<file path="config.mk">
export PLATFORM = sky130hd
export DESIGN_NAME = ptmr_periodic_timer
export DESIGN_NICKNAME = d
export VERILOG_FILES = /design/src/ptmr_pkg.sv /design/src/ptmr_periodic_timer.sv
export SDC_FILE = /design/constraint.sdc
export NUM_CORES = 1
export LEC_CHECK = 0
export BUFFER_PORTS_ARGS = -buffer_cell sky130_fd_sc_hd__clkbuf_2
export CORE_MARGIN = 4
export CORE_UTILIZATION = 49
export CTS_BUF_LIST = sky130_fd_sc_hd__clkbuf_8
export CTS_CLUSTER_SIZE = 20
export DETAILED_ROUTE_END_ITERATION = 16
export GPL_TIMING_DRIVEN = 0
export PLACE_DENSITY_LB_ADDON = 0.25
export SYNTH_ARGS = -nofsm -noshare
export SYNTH_HDL_FRONTEND = slang
export SYNTH_SLANG_ARGS = --single-unit
</file>
<file path="constraint.sdc">
create_clock -name clk_i -period 6.3 [get_ports clk_i]
set_clock_uncertainty 0.15 [all_clocks]
set_input_delay 0.945 -clock clk_i [delete_from_list [all_inputs] [get_ports clk_i]]
set_output_delay 0.945 -clock clk_i [all_outputs]
set_load 0.03 [all_outputs]
</file>
<file path="src/ptmr_pkg.sv">
package ptmr_pkg;
    localparam int CNT_W = 10;
    localparam int ADDR_W = 12;
    localparam logic [7:0] BYTE_RST = 8'h00;
    localparam logic [9:0] CNT_RST = 10'h000;
    localparam logic [9:0] CNT_MAX = 10'h3FF;

    // Byte address of each register; every register takes one aligned word.
    localparam logic [11:0] OFS_RUN_CONTROL = 12'h000;
    localparam logic [11:0] OFS_MODE_OUT = 12'h004;
    localparam logic [11:0] OFS_CAP_CLR = 12'h008;
    localparam logic [11:0] OFS_CNT_LO = 12'h00C;
    localparam logic [11:0] OFS_CNT_HI = 12'h010;
    localparam logic [11:0] OFS_CA_LO = 12'h014;
    localparam logic [11:0] OFS_CA_HI = 12'h018;
    localparam logic [11:0] OFS_CB_LO = 12'h01C;
    localparam logic [11:0] OFS_CB_HI = 12'h020;
    localparam logic [11:0] OFS_PER_LO = 12'h024;
    localparam logic [11:0] OFS_PER_HI = 12'h028;
    localparam logic [11:0] OFS_EVENTS = 12'h02C;

    // Field positions.
    localparam int RUN_ON_BIT = 3;
    localparam int MODE_HI = 7;
    localparam int MODE_LO = 6;
    localparam int PINF_HI = 5;
    localparam int PINF_LO = 4;
    localparam int INIT_BIT = 3;
    localparam int INV_BIT = 2;
    localparam int CAPSRC_BIT = 1;
    localparam int CCLR_BIT = 0;
    localparam int CAPCLR_HI = 2;
    localparam int CAPCLR_LO = 1;
    localparam int EDGE_BIT = 0;
    localparam int EV_MATCH_A_BIT = 0;
    localparam int EV_PERIOD_BIT = 1;
    localparam int EV_CAPTURE_BIT = 2;

    // Mode field and pin function codes.
    localparam logic [1:0] MODE_CMP = 2'h0;
    localparam logic [1:0] MODE_CAP = 2'h1;
    localparam logic [1:0] MODE_PWM = 2'h2;
    localparam logic [1:0] MODE_TMR = 2'h3;
    localparam logic [1:0] PINF_0 = 2'h0;
    localparam logic [1:0] PINF_1 = 2'h1;
    localparam logic [1:0] PINF_2 = 2'h2;
    localparam logic [1:0] PINF_3 = 2'h3;

    typedef struct packed {
        logic psel;
        logic penable;
        logic pwrite;
        logic [ADDR_W-1:0] paddr;
        logic [31:0] pwdata;
    } ptmr_apb_req_s;

    typedef struct packed {
        logic pready;
        logic pslverr;
        logic [31:0] prdata;
    } ptmr_apb_rsp_s;
endpackage

</file>
<file path="src/ptmr_periodic_timer.sv">
// Implementation choices: the address map and the APB slave port.
`timescale 1ns/10ps
// Behaviour
// - On rise clears counter; off freezes it
// - On rise restores output initial level in compare and PWM modes
// - Mode field selects compare, capture, PWM, timer
// - Match A applies none, low, high, toggle
// - PWM pin field: inactive, active, PWM, pulse
// - Capture edges latch into compare A or B
// - Capture source: input pin or clock pin
// - Capture clear field selects counter clear edges
// - Edge flag shows edge of last latch
// - Initial level sets start or active level
// - Invert bit flips output except timer mode
// - Clear select: match A or period/overflow
// - Clear select ignored in PWM and capture
// - Match requesting initial level leaves output alone
// - Counter readable as low and high bytes
// - Compare A read/write split, resets zero
// - Compare B read/write split, resets zero
// - Timer mode leaves pin field unused
// - Ten-bit up-counter with A and period comparators
// - Separate match A and period flags
module ptmr_periodic_timer (
    // Clock and reset.
    input wire logic clk_i,
    input wire logic arst_n_i,
    // APB slave.
    input ptmr_pkg::ptmr_apb_req_s apb_req_i,
    output ptmr_pkg::ptmr_apb_rsp_s apb_rsp_o,
    // Timer pins.
    input wire logic capture_input_pin_i,
    input wire logic external_clock_pin_i,
    output logic timer_output_pin_o
);
    import ptmr_pkg::*;

    function automatic logic period_hit(input logic [9:0] cnt, input logic [9:0] per);
        // A zero period lets the counter run to its top value and overflow.
        period_hit = (per == CNT_RST) ? (cnt == CNT_MAX) : (cnt == per);
    endfunction

    function automatic logic drives_output(input logic [1:0] mode);
        drives_output = (mode == MODE_CMP) || (mode == MODE_PWM);
    endfunction

    logic on_reg;
    logic on_q_reg;
    logic [7:0] mode_out_reg;
    logic [1:0] cap_clr_reg;
    logic edge_flag_reg;
    logic [9:0] cnt_reg;
    logic [9:0] cnt_next;
    logic [9:0] ca_reg;
    logic [9:0] cb_reg;
    logic [9:0] per_reg;
    logic [2:0] events_reg;
    logic trig_q_reg;
    logic level_reg;
    logic level_next;
    logic pulse_reg;
    logic pin_reg;
    ptmr_apb_rsp_s rsp_reg;

    logic [1:0] mode;
    logic [1:0] pinf;
    logic init_lvl;
    logic on_rise;
    logic running;
    logic match_a;
    logic match_p;
    logic trig;
    logic trig_rise;
    logic trig_fall;
    logic cap_rise_act;
    logic cap_fall_act;
    logic cap_to_a;
    logic cap_to_b;
    logic cap_event;
    logic cnt_clear;
    logic ev_match_a;
    logic ev_period;
    logic setup_ph;
    logic wr_en;
    logic mapped;
    logic [7:0] rd_byte;
    logic [7:0] wbyte;

    assign mode = mode_out_reg[MODE_HI:MODE_LO];
    assign pinf = mode_out_reg[PINF_HI:PINF_LO];
    assign init_lvl = mode_out_reg[INIT_BIT];
    assign on_rise = on_reg && !on_q_reg;
    assign running = on_reg && on_q_reg;
    // A zero compare A value never matches; the counter then overflows instead.
    assign match_a = running && (ca_reg != CNT_RST) && (cnt_reg == ca_reg);
    assign match_p = running && period_hit(cnt_reg, per_reg);
    assign trig = mode_out_reg[CAPSRC_BIT] ? external_clock_pin_i : capture_input_pin_i;
    assign trig_rise = running && trig && !trig_q_reg;
    assign trig_fall = running && !trig && trig_q_reg;

    // Active capture edges chosen by the pin function field in capture mode.
    always_comb begin
        cap_rise_act = 1'b0;
        cap_fall_act = 1'b0;
        if (mode == MODE_CAP) begin
            case (pinf)
                PINF_0: cap_rise_act = trig_rise;
                PINF_1: cap_fall_act = trig_fall;
                PINF_2: begin
                    cap_rise_act = trig_rise;
                    cap_fall_act = trig_fall;
                end
                default: begin
                    cap_rise_act = 1'b0;
                    cap_fall_act = 1'b0;
                end
            endcase
        end
    end

    assign cap_to_a = (cap_clr_reg == 2'h0) ? (cap_rise_act || cap_fall_act)
        : cap_fall_act;
    assign cap_to_b = (cap_clr_reg != 2'h0) && cap_rise_act;
    assign cap_event = cap_to_a || cap_to_b;

    // Counter clear source per mode.
    always_comb begin
        case (mode)
            MODE_CMP, MODE_TMR: cnt_clear = mode_out_reg[CCLR_BIT] ? match_a : match_p;
            MODE_PWM: cnt_clear = match_p;
            MODE_CAP: cnt_clear = match_p
                || (cap_clr_reg[0] && trig_rise)
                || (cap_clr_reg[1] && trig_fall);
            default: cnt_clear = match_p;
        endcase
    end

    always_comb begin
        if (on_rise) begin
            cnt_next = CNT_RST;
        end else if (!on_reg) begin
            cnt_next = cnt_reg;
        end else if (cnt_clear) begin
            cnt_next = CNT_RST;
        end else begin
            cnt_next = cnt_reg + 10'h001;
        end
    end

    always_ff @(posedge clk_i or negedge arst_n_i) begin
        if (!arst_n_i) begin
            cnt_reg <= CNT_RST;
        end else begin
            cnt_reg <= cnt_next;
        end
    end

    always_ff @(posedge clk_i or negedge arst_n_i) begin
        if (!arst_n_i) begin
            on_q_reg <= 1'b0;
            trig_q_reg <= 1'b0;
        end else begin
            on_q_reg <= on_reg;
            trig_q_reg <= trig;
        end
    end

    assign ev_match_a = match_a && (mode != MODE_CAP);
    assign ev_period = match_p && !((mode == MODE_CMP || mode == MODE_TMR)
        && mode_out_reg[CCLR_BIT]);

    // Output level before inversion.
    always_comb begin
        level_next = level_reg;
        if (on_rise && drives_output(mode)) begin
            level_next = init_lvl;
        end else if (mode == MODE_CMP) begin
            if (match_a) begin
                case (pinf)
                    PINF_1: level_next = init_lvl ? 1'b0 : level_reg;
                    PINF_2: level_next = init_lvl ? level_reg : 1'b1;
                    PINF_3: level_next = !level_reg;
                    default: level_next = level_reg;
                endcase
            end
        end else if (mode == MODE_PWM && on_reg) begin
            case (pinf)
                PINF_0: level_next = !init_lvl;
                PINF_1: level_next = init_lvl;
                PINF_2: level_next = (cnt_reg < ca_reg) ? init_lvl : !init_lvl;
                default: level_next = pulse_reg ? init_lvl : !init_lvl;
            endcase
        end
    end

    always_ff @(posedge clk_i or negedge arst_n_i) begin
        if (!arst_n_i) begin
            level_reg <= 1'b0;
            pulse_reg <= 1'b0;
            pin_reg <= 1'b0;
        end else begin
            level_reg <= level_next;
            if (on_rise) begin
                pulse_reg <= 1'b1;
            end else if (match_a || !on_reg) begin
                pulse_reg <= 1'b0;
            end
            if (mode == MODE_TMR) begin
                pin_reg <= 1'b0;
            end else begin
                pin_reg <= level_next ^ mode_out_reg[INV_BIT];
            end
        end
    end

    // APB: the answer is prepared in the setup cycle and offered in the access phase.
    assign setup_ph = apb_req_i.psel && !apb_req_i.penable;
    assign wr_en = apb_req_i.psel && apb_req_i.penable && rsp_reg.pready
        && apb_req_i.pwrite && !rsp_reg.pslverr;
    assign wbyte = apb_req_i.pwdata[7:0];

    always_comb begin
        mapped = 1'b1;
        rd_byte = BYTE_RST;
        case (apb_req_i.paddr)
            OFS_RUN_CONTROL: rd_byte[RUN_ON_BIT] = on_reg;
            OFS_MODE_OUT: rd_byte = mode_out_reg;
            OFS_CAP_CLR: rd_byte[2:0] = {cap_clr_reg, edge_flag_reg};
            OFS_CNT_LO: rd_byte = cnt_reg[7:0];
            OFS_CNT_HI: rd_byte[1:0] = cnt_reg[9:8];
            OFS_CA_LO: rd_byte = ca_reg[7:0];
            OFS_CA_HI: rd_byte[1:0] = ca_reg[9:8];
            OFS_CB_LO: rd_byte = cb_reg[7:0];
            OFS_CB_HI: rd_byte[1:0] = cb_reg[9:8];
            OFS_PER_LO: rd_byte = per_reg[7:0];
            OFS_PER_HI: rd_byte[1:0] = per_reg[9:8];
            OFS_EVENTS: rd_byte[2:0] = events_reg;
            default: mapped = 1'b0;
        endcase
    end

    always_ff @(posedge clk_i or negedge arst_n_i) begin
        if (!arst_n_i) begin
            rsp_reg <= '0;
        end else if (setup_ph) begin
            rsp_reg.pready <= 1'b1;
            rsp_reg.pslverr <= !mapped;
            rsp_reg.prdata <= {24'h000000, rd_byte};
        end else if (rsp_reg.pready) begin
            rsp_reg <= '0;
        end
    end

    // Control registers written by software.
    always_ff @(posedge clk_i or negedge arst_n_i) begin
        if (!arst_n_i) begin
            on_reg <= 1'b0;
            mode_out_reg <= BYTE_RST;
            cap_clr_reg <= 2'h0;
            per_reg <= CNT_RST;
        end else if (wr_en) begin
            case (apb_req_i.paddr)
                OFS_RUN_CONTROL: on_reg <= wbyte[RUN_ON_BIT];
                OFS_MODE_OUT: mode_out_reg <= wbyte;
                OFS_CAP_CLR: cap_clr_reg <= wbyte[CAPCLR_HI:CAPCLR_LO];
                OFS_PER_LO: per_reg[7:0] <= wbyte;
                OFS_PER_HI: per_reg[9:8] <= wbyte[1:0];
                default: on_reg <= on_reg;
            endcase
        end
    end

    // Compare registers; a hardware capture wins over a software write in the same cycle.
    always_ff @(posedge clk_i or negedge arst_n_i) begin
        if (!arst_n_i) begin
            ca_reg <= CNT_RST;
            cb_reg <= CNT_RST;
        end else begin
            if (cap_to_a) begin
                ca_reg <= cnt_reg;
            end else if (wr_en && apb_req_i.paddr == OFS_CA_LO) begin
                ca_reg[7:0] <= wbyte;
            end else if (wr_en && apb_req_i.paddr == OFS_CA_HI) begin
                ca_reg[9:8] <= wbyte[1:0];
            end
            if (cap_to_b) begin
                cb_reg <= cnt_reg;
            end else if (wr_en && apb_req_i.paddr == OFS_CB_LO) begin
                cb_reg[7:0] <= wbyte;
            end else if (wr_en && apb_req_i.paddr == OFS_CB_HI) begin
                cb_reg[9:8] <= wbyte[1:0];
            end
        end
    end

    always_ff @(posedge clk_i or negedge arst_n_i) begin
        if (!arst_n_i) begin
            edge_flag_reg <= 1'b0;
        end else if (cap_event) begin
            edge_flag_reg <= cap_rise_act;
        end
    end

    // Event flags clear by writing one; a new event in the same cycle wins.
    always_ff @(posedge clk_i or negedge arst_n_i) begin
        if (!arst_n_i) begin
            events_reg <= 3'h0;
        end else begin
            for (int i = 0; i < 3; i++) begin
                if (wr_en && apb_req_i.paddr == OFS_EVENTS && wbyte[i]) begin
                    events_reg[i] <= 1'b0;
                end
            end
            if (ev_match_a) begin
                events_reg[EV_MATCH_A_BIT] <= 1'b1;
            end
            if (ev_period) begin
                events_reg[EV_PERIOD_BIT] <= 1'b1;
            end
            if (cap_event) begin
                events_reg[EV_CAPTURE_BIT] <= 1'b1;
            end
        end
    end

    assign apb_rsp_o = rsp_reg;
    assign timer_output_pin_o = pin_reg;

    chk_on_rise_clear: assert property (@(posedge clk_i) disable iff (!arst_n_i)
        on_rise |=> cnt_reg == CNT_RST) else $error("counter not cleared on start");
    chk_off_freeze: assert property (@(posedge clk_i) disable iff (!arst_n_i)
        !on_reg && !on_q_reg |=> $stable(cnt_reg)) else $error("stopped counter moved");
    chk_start_level: assert property (@(posedge clk_i) disable iff (!arst_n_i)
        on_rise && drives_output(mode) |=> level_reg == $past(init_lvl))
        else $error("output not at initial level after start");
    chk_cmp_toggle: assert property (@(posedge clk_i) disable iff (!arst_n_i)
        mode == MODE_CMP && match_a && pinf == PINF_3 && !on_rise
        |=> level_reg != $past(level_reg)) else $error("toggle on match missing");
    chk_capture_a: assert property (@(posedge clk_i) disable iff (!arst_n_i)
        cap_to_a |=> ca_reg == $past(cnt_reg)) else $error("capture into A wrong");
    chk_capture_b: assert property (@(posedge clk_i) disable iff (!arst_n_i)
        cap_to_b |=> cb_reg == $past(cnt_reg) && edge_flag_reg)
        else $error("capture into B wrong");
    chk_cap_clear: assert property (@(posedge clk_i) disable iff (!arst_n_i)
        mode == MODE_CAP && cap_clr_reg[0] && trig_rise |=> cnt_reg == CNT_RST)
        else $error("rising edge did not clear counter");
    chk_clear_a: assert property (@(posedge clk_i) disable iff (!arst_n_i)
        mode == MODE_CMP && mode_out_reg[CCLR_BIT] && match_a |=> cnt_reg == CNT_RST)
        else $error("match A did not clear counter");
    chk_timer_pin: assert property (@(posedge clk_i) disable iff (!arst_n_i)
        mode == MODE_TMR |=> timer_output_pin_o == 1'b0)
        else $error("timer mode drives pin");
    chk_cap_flag: assert property (@(posedge clk_i) disable iff (!arst_n_i)
        cap_event |=> events_reg[EV_CAPTURE_BIT]) else $error("capture flag not set");
endmodule // ptmr_periodic_timer

</file>
==> out/qor.yml <==
status: "finished clean"
fin_crit_ns: 3.04
switching_share: 0.332
yosysSeqAreaShare: 0.388
async_flop_share: 1.00
rr_worst_depth: 7
netlist_area_sq_um: 4510
cts_hold_buffers: 0
combPwrFrac: 0.227
synth_edf_count: 0
dieArea_sq_um: 10800
rsz0062_at_grt: "no"
p_per_area_nw_per_um2: 224
final.setup.tns_ns: 0
antenna_found_initial: 0
grt_max_degree: 38
root_buffer: "clkbuf_8"
hold_path_depth: 0
setup_viol: 0
seq_power_share: 0.439
die_h_um: 104
drc: 0
yosysWarningCount: 0
io_pins: 86
wire_per_inst_um: 18.8
clock_power_share: 0.334
p_leak_nw: 2.38
grt_pass1_vias: 4010
dp_hpwl_um: 9870
fmax_ghz: 0.329
critPathMaxFanout: 10
yosysUniqueCellTypes: 60
clk_transition_reported_paths_ns: 0.08
cts_tree: "yes"
worst_slack_ns: 3.26
r2r_end: "cnt_reg[0]$_DFFE_PN0P_"
max_slew_margin: 0.418
place_ws_ns: 2.94
core_sq_um: 8850
worstPathCellList: "clkbuf_2, nor4_1, nand3_1, nor4_4, mux2i_1, a21oi_1"
min_to: "on_q_reg$_DFF_PN0_"
vias: 4030
critPathKind: "in -> reg"
drv_cap: 0
cts_sinks: 70
dr.pass1.iters: 5
wl_um: 13000
rrSetupSlack_ns: 3.31
hold_viol_final: 0
cts_buffers: 9
ctsHtreeMaxLevel: 3
area_growth_pct: 14.0
nNetsFinal: 647
grt_first_pass_wirelength_um: 21100
syn_area_per_cell_sq_um: 8.93
worstPathRequired_ns: 6.35
insertedDiodeCount: 0
postLayoutCoreUtil: 0.581
r2r_start: "per_reg[6]$_DFFE_PN0P_"
worstSetupEndpointType: "flop"
slew_violations: 0
hold_start: "on_reg$_DFFE_PN0P_"
grt_overflow: 0
netSwitchingPower_mw: 0.382
whs_ns: 0.297
hp-class: "reg -> reg"
power_mw: 1.15
grt_usage: 0.246
die_w_um: 104
insertion_delay_ns: 0.35
post_cts_buffers: 0
initial_core_util: 0.510
io_buffers: 36
first_iter_violations: 428
worst_slew_pin_slew_ns: 0.866
internal-power_mw: 0.770
start_kind: "primary input"
synth_flop_cell: "dfrtp_1"
gp_congestion: 0.965
drive_gt1_frac: 0.162
synth_cells: 505
vias_per_cell: 5.85
postRouteAntennaNets: 0
cts_resized: 0
irDropWorstVdd_v: 0.000107
worstPathArrival_ns: 3.09
clockBufferDepth: 2
slowest_stage: "nor4_4"
critical_path.max_stage_delay_ns: 0.86
fin_crit_sh: 0.483
synth-seq-cells: 70
rows: 34
==> power by group through the flow <==
stage	Sequential, mW	Clock [mW]	Combinational [mW]
finish	0.505	0.385	0.262
global route	0.508	0.408	0.291
CTS	0.504	0.387	0.259
detailed placement	0.513	0	0.258
global placement	0.512	0	0.248
floorplan	0.504	0	0.179
==> final cells by class <==
cell class	count	area, sq um
inverter	32	120
clock inverter	5	56.3
multi-input combinational	382	2460
timing repair buffer	37	203
tap	108	135
sequential	70	1750
fill	813	3710
buffer	44	264
clock buffer	11	151
==> worst max-delay path by stage <==
stage                                 startpoint                      to  cells after the start
after floorplan                    apb_req_i[39]   cb_reg[0]$_DFFE_PN0P_                      5
after global placement             apb_req_i[39]   ca_reg[1]$_DFFE_PN0P_                      6
after detailed placement           apb_req_i[39]   ca_reg[5]$_DFFE_PN0P_                      6
after CTS                          apb_req_i[39]   ca_reg[1]$_DFFE_PN0P_                      6
after global routing      per_reg[6]$_DFFE_PN0P_  cnt_reg[3]$_DFFE_PN0P_                      8
final                              apb_req_i[39]   ca_reg[1]$_DFFE_PN0P_                      6
==> stage by stage <==
| step | instance area, sq um | cells |
|---|---|---|
| global route | 5140 | 689 |
| global placement | 4910 | 672 |
| detailed placement | 4930 | 673 |
| floorplan | 4600 | 528 |
| CTS | 5140 | 689 |
| finish | 5140 | 689 |
==> logic make-up after synthesis <==
logic type                 count (synthesis)  synth area share
DFF                                       70             0.388
xor gates and xnor gates                   4           0.00777
and+or+nand+nor                          164             0.183
AOI/OAI and AO/OA                        128             0.183
other                                      1          0.000832
muxes                                     42            0.0966
buffers and inverters                     76            0.0852
adders and majority gates                 20            0.0555
==> worst max-delay path: cells and delay by family <==
| kind | cells | cell delay, ns |
|---|---|---|
| buf+inv | 1 | 0.09 |
| mux | 1 | 0.28 |
| simple gates | 3 | 1.68 |
| compound gates | 1 | 0.10 |
==> cell usage in the layout, fill, tap and decap left out, types with 8 or more instances in the layout <==
master	n
mux2_2	8
nand3_1	13
mux2i_1	30
ha_1	20
a21oi_1	32
a31oi_1	9
clkbuf_8	11
nor3_1	9
clkbuf_2	35
o21ai_0	13
inv_1	32
o21ai_1	27
buf_4	24
nand2_1	57
nand4_1	8
nand2b_1	12
conb_1	24
clkbuf_1	17
dfrtp_1	70
nor2_1	35
==> per-layer routing <==
metal,track usage,part of all wire,vias to the layer above
li1,-,-,1909
met1,0.333,0.43,1916
met2,0.394,0.47,170
met3,0.0329,0.074,35
met4,0.109,0.030,0
met5,0,0,-
==> synth_stat cells, types with 8 or more instances <==
cell type,count,area share
a21oi_1,32,0.036
a31oi_1,9,0.012
buf_4,24,0.040
clkbuf_1,17,0.014
dfrtp_1,70,0.39
ha_1,20,0.055
inv_1,32,0.027
mux2_2,8,0.020
mux2i_1,30,0.067
nand2_1,57,0.047
nand2b_1,12,0.017
nand3_1,13,0.014
nand4_1,8,0.011
nor2_1,35,0.029
nor3_1,9,0.010
o21ai_0,13,0.014
o21ai_1,27,0.030
No activity file was read; power rests on OpenSTA's default activity.
